<file path="src/inc/dspac_pkg.sv">
// Constants and types shared by the serdes channel design files
package dspac_pkg;
    // Register byte offsets
    localparam logic [7:0]  REG_CTRL      = 8'h00;
    localparam logic [7:0]  REG_STAT      = 8'h04;
    // Control register width, reset value and rollover point limits
    localparam int          CTRL_W        = 24;
    localparam logic [23:0] CTRL_RESET    = 24'hb00024;
    localparam logic [3:0]  ROLL_MIN      = 4'h1;
    localparam logic [3:0]  ROLL_MAX      = 4'hb;
    // Status register field positions
    localparam int          STAT_LOCK     = 0;
    localparam int          STAT_ROLL     = 1;
    localparam int          STAT_SLIP_LSB = 2;
    localparam int          STAT_PH_LSB   = 6;
    localparam int          STAT_FCNT_LSB = 9;
    localparam int          STAT_AL_LSB   = 12;
    // Receive path counts
    localparam logic [7:0]  LOCK_SETTLE   = 8'h10;
    localparam logic [2:0]  FIFO_LAST     = 3'h5;
    localparam logic [2:0]  FIFO_PRIME    = 3'h3;
    localparam logic [3:0]  WORD_MAX      = 4'ha;

    // Control register layout, bit 0 at the bottom
    typedef struct packed {
        logic [3:0] roll;      // Slip rollover point, 1 to 11
        logic       lk_mode;   // 0: lock drops on any move
        logic [2:0] ck_phase;  // Extra clock phase, 45 degree steps
        logic       ck_ctr;    // Forwarded clock center aligned
        logic [2:0] ck_div;    // 0 rate, 1 /2, 2 /4, 3 /8, 4 /10
        logic       ck_en;     // Forwarded clock enable
        logic       scdr;      // Soft clock-recovery mode
        logic       rx_ddr;    // Receive bypass double rate
        logic       rx_byp;    // Receive deserializer bypass
        logic       tx_ddr;    // Transmit bypass double rate
        logic       tx_byp;    // Transmit serializer bypass
        logic [2:0] rxf;       // Receive factor select
        logic [2:0] txf;       // Transmit factor select
    } dspac_cfg_s;

    // Phase aligner states
    typedef enum logic [1:0] {AL_IDLE, AL_TRACK, AL_LOCKED} dspac_al_e;

    // Factor select to bits per word
    function automatic logic [3:0] fact_of(input logic [2:0] sel);
        case (sel)
            3'h0:    fact_of = 4'h4;
            3'h1:    fact_of = 4'h6;
            3'h2:    fact_of = 4'h7;
            3'h3:    fact_of = 4'h8;
            default: fact_of = 4'ha;
        endcase
    endfunction
endpackage

</file>
<file path="src/rtl/dspac_tx.sv">
// Transmit serializer with forwarded clock and bypass registers
`timescale 1ns/100ps
`default_nettype none
module dspac_tx
    import dspac_pkg::*;
(
    input  wire logic       clk,
    input  wire logic       rst,
    input  wire dspac_cfg_s cfg,
    input  wire logic [9:0] tx_word,
    output logic            tx_load_strobe,
    output logic            tx_serial_out,
    output logic [1:0]      tx_clk_out,
    output logic [1:0]      tx_ddr_out
);
    typedef struct packed {
        logic [3:0] cnt;
        logic [9:0] sh;
        logic       ser;
        logic [4:0] cc;
        logic [1:0] ck;
        logic [1:0] ddr;
    } dspac_tx_s;

    dspac_tx_s  st_ff;
    dspac_tx_s  nxt_st;
    logic [3:0] fac;
    logic [4:0] per;

    // High half of the clock pattern at half-bit index h
    function automatic logic half_hi(input logic [4:0] h,
                                     input logic [4:0] p,
                                     input logic       ctr);
        logic [5:0] t;
        t = {1'b0, h} + {5'h00, ctr};
        if (t >= {p, 1'b0}) begin
            t = t - {p, 1'b0};
        end
        half_hi = t < {1'b0, p};
    endfunction

    // Next state of serializer, clock pattern and bypass
    always_comb begin
        nxt_st = st_ff;
        fac = fact_of(cfg.txf);
        case (cfg.ck_div)
            3'h0:    per = 5'h01;
            3'h1:    per = 5'h02;
            3'h2:    per = 5'h04;
            3'h3:    per = 5'h08;
            default: per = 5'h0a;
        endcase
        if (per > {1'b0, fac}) begin
            per = {1'b0, fac}; // Divider never longer than a word
        end
        tx_load_strobe = !cfg.tx_byp && st_ff.cnt >= fac - 4'h1;
        if (cfg.tx_byp) begin
            nxt_st.cnt = '0;
            nxt_st.sh  = '0;
            nxt_st.cc  = '0;
            nxt_st.ddr = cfg.tx_ddr ? tx_word[1:0] : {2{tx_word[0]}};
        end else begin
            nxt_st.ddr = '0;
            if (tx_load_strobe) begin
                nxt_st.cnt = '0;
                nxt_st.sh  = tx_word << (WORD_MAX - fac); // MSB at top
                nxt_st.cc  = '0;
            end else begin
                nxt_st.cnt = st_ff.cnt + 4'h1;
                nxt_st.sh  = {st_ff.sh[8:0], 1'b0};
                nxt_st.cc  = 5'(st_ff.cc + 5'h02);
                if (nxt_st.cc >= {per[3:0], 1'b0}) begin
                    nxt_st.cc = '0;
                end
            end
        end
        nxt_st.ser = nxt_st.sh[9];
        // Two half-bit samples of the forwarded clock
        if (cfg.ck_en && !cfg.tx_byp) begin
            nxt_st.ck = {half_hi(nxt_st.cc, per, cfg.ck_ctr),
                         half_hi(5'(nxt_st.cc + 5'h01), per, cfg.ck_ctr)};
        end else begin
            nxt_st.ck = '0;
        end
    end

    // State register
    always_ff @(posedge clk) begin
        if (rst) begin
            st_ff <= '0;
        end else begin
            st_ff <= nxt_st;
        end
    end

    // Registered outputs
    assign tx_serial_out = st_ff.ser;
    assign tx_clk_out    = st_ff.ck;
    assign tx_ddr_out    = st_ff.ddr;
endmodule
`default_nettype wire

</file>
<file path="src/rtl/dspac_channel.sv">
// Serdes channel top: APB registers, receive path and transmitter
//
// Register access over APB and the register offsets were decided locally.
`timescale 1ns/100ps
`default_nettype none
module dspac_channel
    import dspac_pkg::*;
(
    input  wire logic        clk,
    input  wire logic        rst,
    input  wire logic        psel,
    input  wire logic        penable,
    input  wire logic        pwrite,
    input  wire logic [7:0]  paddr,
    input  wire logic [31:0] pwdata,
    output logic [31:0]      prdata,
    output logic             pready,
    output logic             pslverr,
    input  wire logic [9:0]  tx_word,
    output logic             tx_load_strobe,
    output logic             tx_serial_out,
    output logic [1:0]       tx_clk_out,
    output logic [2:0]       tx_clk_phase_step,
    output logic [1:0]       tx_ddr_out,
    input  wire logic [7:0]  rx_phase_samples,
    input  wire logic        aligner_reset,
    input  wire logic        fifo_clear,
    input  wire logic        bit_slip_req,
    input  wire logic        phase_select_freeze,
    output logic [9:0]       rx_word,
    output logic             rx_word_strobe,
    output logic             phase_lock_indicator,
    output logic             slip_rollover_flag,
    output logic             recovered_word_clock,
    output logic [1:0]       rx_bypass_bits
);
    typedef struct packed {
        dspac_cfg_s  ctrl;
        logic [7:0]  smp1;
        logic [7:0]  smp2;
        logic [2:0]  phase;
        dspac_al_e   al_st;
        logic [7:0]  settle;
        logic        last_dir;
        logic        run;
        logic        lock;
        logic        ever_lock;
        logic [5:0]  fifo;
        logic [2:0]  wptr;
        logic [2:0]  rptr;
        logic [2:0]  fcnt;
        logic        primed;
        logic        slip_d;
        logic [3:0]  slip_cnt;
        logic        rflag;
        logic [10:0] dline;
        logic [9:0]  dsh;
        logic [3:0]  dcnt;
        logic [9:0]  word;
        logic        wstb;
        logic        rwc;
        logic [1:0]  byp;
        logic [31:0] prdata;
    } dspac_st_s;

    dspac_st_s   st_ff;
    dspac_st_s   nxt_st;
    dspac_cfg_s  cfg;
    dspac_cfg_s  wcfg;
    logic        edge_seen;
    logic [2:0]  tgt;
    logic [2:0]  diff;
    logic        moved;
    logic        first_lock;
    logic        fifo_rst;
    logic        abit;
    logic        fbit;
    logic        fvalid;
    logic        sbit;
    logic        svalid;
    logic        rbit;
    logic        slip_edge;
    logic [3:0]  rxf;
    logic [31:0] stat;
    logic        hit;

    // FIFO pointer step with wrap after the sixth entry
    function automatic logic [2:0] ptr_inc(input logic [2:0] p);
        ptr_inc = (p == FIFO_LAST) ? 3'h0 : p + 3'h1;
    endfunction

    // Transmit side
    dspac_tx u_tx (
        .clk            (clk),
        .rst            (rst),
        .cfg            (st_ff.ctrl),
        .tx_word        (tx_word),
        .tx_load_strobe (tx_load_strobe),
        .tx_serial_out  (tx_serial_out),
        .tx_clk_out     (tx_clk_out),
        .tx_ddr_out     (tx_ddr_out)
    );

    // APB handshake, zero wait in the access phase
    assign hit     = paddr == REG_CTRL || paddr == REG_STAT;
    assign pready  = psel && penable;
    assign pslverr = psel && penable && !hit;

    // Next state of registers and receive path
    always_comb begin
        nxt_st     = st_ff;
        cfg        = st_ff.ctrl;
        rxf        = fact_of(cfg.rxf);
        wcfg       = dspac_cfg_s'(pwdata[CTRL_W-1:0]);
        edge_seen  = 1'b0;
        tgt        = '0;
        moved      = 1'b0;
        nxt_st.wstb = 1'b0;

        // Two-stage capture of the sampled pins
        nxt_st.smp1 = rx_phase_samples;
        nxt_st.smp2 = st_ff.smp1;

        // Status word
        stat = '0;
        stat[STAT_LOCK] = st_ff.lock;
        stat[STAT_ROLL] = st_ff.rflag;
        stat[STAT_SLIP_LSB +: 4] = st_ff.slip_cnt;
        stat[STAT_PH_LSB +: 3] = st_ff.phase;
        stat[STAT_FCNT_LSB +: 3] = st_ff.fcnt;
        stat[STAT_AL_LSB +: 2] = st_ff.al_st;

        // Read data latched in the setup phase
        if (psel && !penable) begin
            if (paddr == REG_CTRL) begin
                nxt_st.prdata = {8'h00, st_ff.ctrl};
            end else if (paddr == REG_STAT) begin
                nxt_st.prdata = stat;
            end else begin
                nxt_st.prdata = '0;
            end
        end

        // Control write, rollover point clamped
        if (pready && pwrite && paddr == REG_CTRL) begin
            if (wcfg.roll < ROLL_MIN) begin
                wcfg.roll = ROLL_MIN;
            end else if (wcfg.roll > ROLL_MAX) begin
                wcfg.roll = ROLL_MAX;
            end
            nxt_st.ctrl = wcfg;
        end

        // Edge position picks the phase opposite it
        for (int i = 1; i < 8; i++) begin
            if (st_ff.smp2[i] != st_ff.smp2[i-1]) begin
                edge_seen = 1'b1;
                tgt = 3'(i + 4);
            end
        end
        diff = tgt - st_ff.phase;

        // Phase aligner
        if (aligner_reset || cfg.rx_byp) begin
            nxt_st.phase     = '0;
            nxt_st.al_st     = AL_IDLE;
            nxt_st.settle    = '0;
            nxt_st.run       = 1'b0;
            nxt_st.lock      = 1'b0;
            nxt_st.ever_lock = 1'b0;
        end else begin
            case (st_ff.al_st)
                AL_IDLE: begin
                    if (edge_seen) begin
                        nxt_st.al_st = AL_TRACK;
                    end
                end
                AL_TRACK, AL_LOCKED: begin
                    if (edge_seen && diff != 3'h0 &&
                        !phase_select_freeze) begin
                        moved           = 1'b1;
                        nxt_st.phase    = diff[2] ? st_ff.phase - 3'h1
                                                  : st_ff.phase + 3'h1;
                        nxt_st.settle   = '0;
                        nxt_st.last_dir = diff[2];
                        nxt_st.run      = 1'b1;
                        if (!cfg.lk_mode || !st_ff.lock ||
                            (st_ff.run && st_ff.last_dir == diff[2])) begin
                            nxt_st.lock  = 1'b0;
                            nxt_st.al_st = AL_TRACK;
                            nxt_st.run   = 1'b0;
                        end
                    end else if (edge_seen && diff == 3'h0 &&
                                 st_ff.al_st == AL_TRACK) begin
                        if (st_ff.settle == LOCK_SETTLE - 8'h01) begin
                            nxt_st.lock  = 1'b1;
                            nxt_st.al_st = AL_LOCKED;
                            nxt_st.run   = 1'b0;
                        end else begin
                            nxt_st.settle = st_ff.settle + 8'h01;
                        end
                    end
                end
                default: begin
                    nxt_st.al_st = AL_IDLE;
                end
            endcase
        end
        abit = st_ff.smp2[st_ff.phase];

        // First lock since reset, aligner reset or receive bypass clears the FIFO
        first_lock = nxt_st.lock && !st_ff.ever_lock;
        if (first_lock) begin
            nxt_st.ever_lock = 1'b1;
        end

        // Six-entry phase FIFO, bypassed in soft recovery
        fifo_rst = fifo_clear || first_lock || aligner_reset ||
                   cfg.scdr || cfg.rx_byp;
        fbit   = st_ff.fifo[st_ff.rptr];
        fvalid = st_ff.primed && !fifo_rst;
        if (fifo_rst) begin
            nxt_st.wptr   = '0;
            nxt_st.rptr   = '0;
            nxt_st.fcnt   = '0;
            nxt_st.primed = 1'b0;
        end else if (st_ff.al_st != AL_IDLE) begin
            nxt_st.fifo[st_ff.wptr] = abit;
            nxt_st.wptr = ptr_inc(st_ff.wptr);
            if (st_ff.primed) begin
                nxt_st.rptr = ptr_inc(st_ff.rptr);
            end else begin
                nxt_st.fcnt   = st_ff.fcnt + 3'h1;
                nxt_st.primed = st_ff.fcnt == FIFO_PRIME - 3'h1;
            end
        end

        // Bit source for realigner, none in bypass
        sbit   = cfg.scdr ? abit : fbit;
        svalid = !cfg.rx_byp &&
                 (cfg.scdr ? st_ff.al_st != AL_IDLE : fvalid);

        // Bit slip counter with rollover
        slip_edge     = bit_slip_req && !st_ff.slip_d && !cfg.rx_byp;
        nxt_st.slip_d = bit_slip_req;
        if (slip_edge) begin
            if (st_ff.slip_cnt >= cfg.roll) begin
                nxt_st.slip_cnt = '0;
            end else begin
                nxt_st.slip_cnt = st_ff.slip_cnt + 4'h1;
            end
        end
        nxt_st.rflag = nxt_st.slip_cnt == nxt_st.ctrl.roll;
        rbit = (st_ff.slip_cnt == 4'h0) ? sbit
                                        : st_ff.dline[st_ff.slip_cnt - 4'h1];

        // Delay line and deserializer
        if (svalid) begin
            nxt_st.dline = {st_ff.dline[9:0], sbit};
            nxt_st.dsh   = {st_ff.dsh[8:0], rbit};
            if (st_ff.dcnt >= rxf - 4'h1) begin
                nxt_st.dcnt = '0;
                nxt_st.word = {st_ff.dsh[8:0], rbit} &
                              (10'h3ff >> (WORD_MAX - rxf));
                nxt_st.wstb = 1'b1;
            end else begin
                nxt_st.dcnt = st_ff.dcnt + 4'h1;
            end
        end
        nxt_st.rwc = cfg.scdr && svalid &&
                     nxt_st.dcnt < (rxf >> 1);

        // Input registers in deserializer bypass
        if (cfg.rx_byp) begin
            nxt_st.byp = cfg.rx_ddr ? {st_ff.smp2[4], st_ff.smp2[0]}
                                    : {2{st_ff.smp2[0]}};
        end else begin
            nxt_st.byp = '0;
        end
    end

    // State register
    always_ff @(posedge clk) begin
        if (rst) begin
            st_ff       <= '0;
            st_ff.ctrl  <= dspac_cfg_s'(CTRL_RESET);
            st_ff.al_st <= AL_IDLE;
        end else begin
            st_ff <= nxt_st;
        end
    end

    // Registered outputs
    assign prdata               = st_ff.prdata;
    assign tx_clk_phase_step    = st_ff.ctrl.ck_phase;
    assign rx_word              = st_ff.word;
    assign rx_word_strobe       = st_ff.wstb;
    assign phase_lock_indicator = st_ff.lock;
    assign slip_rollover_flag   = st_ff.rflag;
    assign recovered_word_clock = st_ff.rwc;
    assign rx_bypass_bits       = st_ff.byp;

    // Helper for the first transmitted bit
    logic [3:0] tx_fac;
    logic       tx_msb;
    assign tx_fac = fact_of(st_ff.ctrl.txf);
    assign tx_msb = tx_word[tx_fac - 4'h1];

    property p_tx_msb;
        @(posedge clk) disable iff (rst)
        tx_load_strobe |=> tx_serial_out == $past(tx_msb);
    endproperty
    a_tx_msb: assert property (p_tx_msb)
        else $error("First serial bit is not the word MSB");

    property p_tx_strobe;
        @(posedge clk) disable iff (rst)
        tx_load_strobe |=> !tx_load_strobe [*3];
    endproperty
    a_tx_strobe: assert property (p_tx_strobe)
        else $error("Transmit load strobes closer than four bits");

    property p_fifo_fill;
        @(posedge clk) disable iff (rst)
        st_ff.primed |-> st_ff.fcnt == FIFO_PRIME &&
                         st_ff.wptr != st_ff.rptr;
    endproperty
    a_fifo_fill: assert property (p_fifo_fill)
        else $error("Phase FIFO fill level wrong");

    property p_rx_strobe;
        @(posedge clk) disable iff (rst)
        rx_word_strobe |=> !rx_word_strobe [*3];
    endproperty
    a_rx_strobe: assert property (p_rx_strobe)
        else $error("Receive word strobes closer than four bits");

    property p_rx_byp;
        @(posedge clk) disable iff (rst)
        st_ff.ctrl.rx_byp |=> !phase_lock_indicator && !rx_word_strobe;
    endproperty
    a_rx_byp: assert property (p_rx_byp)
        else $error("Aligner or deserializer active in bypass");

    property p_slip_step;
        @(posedge clk) disable iff (rst)
        slip_edge && st_ff.slip_cnt < st_ff.ctrl.roll |=>
            st_ff.slip_cnt == $past(st_ff.slip_cnt) + 4'h1;
    endproperty
    a_slip_step: assert property (p_slip_step)
        else $error("Slip did not add one bit of delay");

    property p_slip_roll;
        @(posedge clk) disable iff (rst)
        slip_edge && st_ff.slip_cnt >= st_ff.ctrl.roll |=>
            st_ff.slip_cnt == 4'h0 ##1 !slip_rollover_flag;
    endproperty
    a_slip_roll: assert property (p_slip_roll)
        else $error("Slip at rollover point did not wrap");

    property p_freeze;
        @(posedge clk) disable iff (rst)
        phase_select_freeze && !aligner_reset && !st_ff.ctrl.rx_byp
            |=> $stable(st_ff.phase);
    endproperty
    a_freeze: assert property (p_freeze)
        else $error("Phase changed while frozen");

    property p_lock_drop;
        @(posedge clk) disable iff (rst)
        st_ff.lock && moved && !st_ff.ctrl.lk_mode
            |=> !phase_lock_indicator;
    endproperty
    a_lock_drop: assert property (p_lock_drop)
        else $error("Lock held across a phase move");

    property p_al_rst;
        @(posedge clk) disable iff (rst)
        aligner_reset |=> !phase_lock_indicator && st_ff.al_st == AL_IDLE;
    endproperty
    a_al_rst: assert property (p_al_rst)
        else $error("Aligner reset did not clear lock");

    property p_cdr_clk;
        @(posedge clk) disable iff (rst)
        !st_ff.ctrl.scdr |=> !recovered_word_clock;
    endproperty
    a_cdr_clk: assert property (p_cdr_clk)
        else $error("Word clock forwarded outside soft recovery");

    property p_first_lock;
        @(posedge clk) disable iff (rst)
        first_lock |=> st_ff.fcnt == 3'h0 && !st_ff.primed;
    endproperty
    a_first_lock: assert property (p_first_lock)
        else $error("FIFO not cleared on first lock");

    // Main scenarios
    c_lock: cover property (@(posedge clk) disable iff (rst)
        $rose(phase_lock_indicator));
    c_roll: cover property (@(posedge clk) disable iff (rst)
        $rose(slip_rollover_flag));
    c_word: cover property (@(posedge clk) disable iff (rst)
        rx_word_strobe && st_ff.slip_cnt != 4'h0);
    c_rwc: cover property (@(posedge clk) disable iff (rst)
        $rose(recovered_word_clock));
endmodule
`default_nettype wire

</file>
<file path="config.mk">
export PLATFORM = sky130hd
export DESIGN_NAME = dspac_channel
export DESIGN_NICKNAME = d
export VERILOG_FILES = /design/src/inc/dspac_pkg.sv /design/src/rtl/dspac_tx.sv /design/src/rtl/dspac_channel.sv
export SDC_FILE = /design/constraint.sdc
export NUM_CORES = 1
export LEC_CHECK = 0
export BUFFER_PORTS_ARGS = -buffer_cell sky130_fd_sc_hd__buf_4
export CELL_PAD_IN_SITES_DETAIL_PLACEMENT = 0
export CELL_PAD_IN_SITES_GLOBAL_PLACEMENT = 1
export CORE_UTILIZATION = 47
export DETAILED_ROUTE_END_ITERATION = 12
export PLACE_DENSITY = 0.9
export SLEW_MARGIN = 20
export SYNTH_ARGS = -nofsm -noshare
export SYNTH_HDL_FRONTEND = slang
export SYNTH_SLANG_ARGS = --single-unit
</file>
<file path="constraint.sdc">
create_clock -name clk -period 11.65 [get_ports clk]
set_clock_uncertainty 0.15 [all_clocks]
set_input_delay 0.5825 -clock clk [delete_from_list [all_inputs] [get_ports clk]]
set_output_delay 0.5825 -clock clk [all_outputs]
set_load 0.05 [all_outputs]
</file>
==> metrics.log <==
[metrics] type of element capturing the critical path: flop
[metrics] WP data arrival: 8.89 ns
[metrics] busiest grt layer: met2
[metrics] power per standard cell area: 120 nW/um^2
[metrics] maximum number of pins on one net before global-route repair: 73
[metrics] status: finished clean
[metrics] simple-gate area share of the yosys netlist: 21.6%
[metrics] top flip-flop cell by instance count after synthesis: dfxtp_1
[metrics] maximum count of clock buffers along a single path: 2
[metrics] setup repair after global routing missed its margin: no
[metrics] Post-synth EDFFs: 0
[metrics] Slew Limit Headroom: 41.3%
[metrics] top area cells in the synthesized netlist: dfxtp_1, ha_1, mux2i_1, nor2_1, buf_4
[metrics] main combinational cell family by area after synthesis: simple AND/OR/NAND/NOR gates
[metrics] storage element area: 3280 sq um
[metrics] clock tree from TritonCTS: yes
[metrics] Buffers & Inverters on Critical Path: 3
[metrics] Clk Tree Root Cell: clkbuf_16
[metrics] total global routing overflow: 0
[metrics] clk slew on worst S/H paths: 0.07 ns
[metrics] cell type of the slowest stage on the worst timing path: dfxtp_1
[metrics] maximum clock frequency: 0.115 GHz
[metrics] Worst setup SP type: flop
[metrics] Maximum Capacitance Violations: 0
[metrics] average wire per standard cell: 14.8 um
[metrics] CP delay by family, top: simple AND/OR/NAND/NOR gates
[metrics] Top cell by count, worst path: ha_1
[metrics] H-tree depth reported by CTS: 4
[metrics] Req. time, crit path: 11.87 ns
[metrics] mux share of post-synthesis cell area: 8.15%
[metrics] Die W: 143 um
[metrics] final critical-path share of the clock period: 74.5%
[metrics] number of nets with antenna violations after routing: 0
[metrics] count of buffers inserted at the top-level ports: 109
[metrics] worst hold path type: in2reg
[metrics] average instance area after synthesis: 8.46 sq um
[metrics] post-CTS sizing: 0
[metrics] DRC violations left: 0
[metrics] Synth-to-Final Area Change: 13.6%
[metrics] half-perimeter wire length after detailed placement: 15.1 mm
[metrics] hold depth: 2
[metrics] final hold viol count: 0
[metrics] final critical path time including I/O delays and setup: 8.68 ns
[metrics] initial core utilization: 48.0%
[metrics] proportion of layout cells with a drive suffix above 1: 15.5%
[metrics] worst stage delay on the critical path: 0.75 ns
[metrics] tightest hold margin: 0.209 ns
[metrics] fill cell total of the finished layout: 1,800
[metrics] Worst VDD drop: 107 uV
[metrics] initial detailed-routing violation count: 439
[metrics] ratio of routed vias to standard cells: 5.34
[metrics] row cnt: 51
[metrics] cell area after technology mapping: 9340 sq um
[metrics] Static Leakage: 4.46 nW
[metrics] Total Routed Length: 21.0 mm
[metrics] core outline area: 19,500 sq um
[metrics] nets: 1,264
[metrics] number of optimization iterations in the first detailed-route pass: 4
[metrics] clock insertion delay at the later pin of the skew report: 0.42 ns
[metrics] met3 Usage GRT: 3.92%
[metrics] share of the synthesized area in the top cell type: 35.2%
[metrics] Seq cells post-synth: 164
[metrics] number of global-route vias before repair: 6,860
[metrics] Sum Neg Setup Slack: 0 ns
[metrics] Worst-Margin Slew: 0.872 ns
[metrics] wire length of the first global-routing pass: 34.3 mm
[metrics] stages on the worst setup path: 32
[metrics] CTS buffer count: 17
[metrics] Final GP Congestion: 0.943
[metrics] most numerous cell types in the synthesized netlist: dfxtp_1, nor2_1, nand2_1
[metrics] post-synth cell types: 79
[metrics] Global Route met1 Usage: 28.9%
[metrics] count of cells along the worst register-to-register path: 32
[metrics] GRT met2 Usage: 34.4%
[metrics] total count of max-transition violations in the final report: 0
[metrics] Cells after Synth: 1,103
[metrics] antenna violations before repair: 0
[metrics] Ant. Diodes: 0
[metrics] post-synthesis share of cell area spent on full adders, half adders and majority gates: 8.02%
[metrics] Yosys warning total: 0
[metrics] number of buffers inserted by hold repair at cts: 0
[metrics] number of endpoints failing setup at the final stage: 0
[metrics] Synth async-reset ratio: 0%
[metrics] Post-Synth XOR/XNOR Area: 3.79%
[metrics] CTS sink count: 164
[metrics] sequential cell area fraction in the yosys report: 35.2%
[metrics] All-Layer GR Usage: 21.3%
[metrics] # Post-CTS Setup Buffers: 0
[metrics] compound-cell area share of the yosys netlist: 15.2%
[metrics] vertical extent of the die: 143 um
[metrics] critical path type: reg2reg
[metrics] count of pins on the block boundary: 126
[metrics] full die area: 20,400 sq um
[metrics] cell taking the most area after synthesis: dfxtp_1
[metrics] multi-input combinational cell area: 5350 sq um
[metrics] maximum fanout along the worst path: 16
[metrics] most used standard cell by instance count after synthesis: dfxtp_1
[metrics] detailed-route via count: 7,566
[per-layer routing]
| metal | vias to the layer above | routed length, um |
|---|---|---|
| met5 | - | 0 |
| met4 | 0 | 234 |
| met3 | 13 | 828 |
| met2 | 152 | 9740 |
| met1 | 3540 | 10200 |
| li1 | 3861 | - |
[per-stage QoR]
step           instances  power [mW]  cell area [sq um]  utilization [%]  setup slack [ns]
6_report            1417        1.27              10600             54.5              2.97
5_1_grt             1417        1.32              10600             54.5              2.25
4_1_cts             1417        1.29              10600             54.5              3.03
3_5_place_dp        1385       0.677               9960             51.2              3.08
3_3_place_gp        1385       0.677               9960             51.2              3.19
2_1_floorplan       1110       0.648               9360                -              4.55
[sequential cells by signal, indices dropped and copies added, names as in the netlist]
signal	count
nxt_st	8
rx_word	10
tx_clk_phase_step	3
rx_bypass_bits	2
st_ff	69
recovered_word_clock	1
u_tx.st_ff	18
rx_word_strobe	1
slip_rollover_flag	1
phase_lock_indicator	1
prdata	24
u_tx.tx_ddr_out	2
u_tx.tx_serial_out	1
u_tx.tx_clk_out	2
cfg	21
[layout by cell type, fill, tap and decap left out, types with 32 or more instances in the layout]
master / count
buf_4: 115
ha_1: 55
inv_1: 36
nand2_1: 101
nor2_1: 143
a21oi_1: 71
mux2i_1: 58
nor2b_1: 32
dfxtp_1: 164
[cells by family after synthesis]
family,Yosys count
and+or+nand+nor,418
buffers and inverters,142
xor gates and xnor gates,38
adders and majority gates,58
AOI/OAI and AO/OA,213
other,1
muxes,69
DFF,164
[power breakdown]
| part | internal (mW) | switching, mW | total, mW |
|---|---|---|---|
| clock network | 0.365 | 0.243 | 0.609 |
| logic | 0.0391 | 0.0538 | 0.0929 |
| registers | 0.566 | 0.00587 | 0.572 |
| total | 0.970 | 0.303 | 1.27 |
[worst paths after layout]
path | to | from | slack, ns
worst max-delay path | u_tx.tx_clk_out[0] | cfg[1] | 2.97
worst max register to register | u_tx.tx_clk_out[0] | cfg[1] | 2.97
worst min-delay path | cfg[5] | pwdata[5] | 0.21
worst min register to register | u_tx.st_ff[12] | u_tx.st_ff[11] | 0.28
[layout make-up]
| type | instances | share of cell area, % |
|---|---|---|
| repair buffers | 115 | 8.14 |
| inverters | 37 | 1.31 |
| clock inverters | 15 | 2.02 |
| well taps | 265 | 3.13 |
| flip-flops and latches | 164 | 31.0 |
| clock buffers | 17 | 4.01 |
| multi-input cells | 804 | 50.4 |
(Power assumes the default switching activity.)
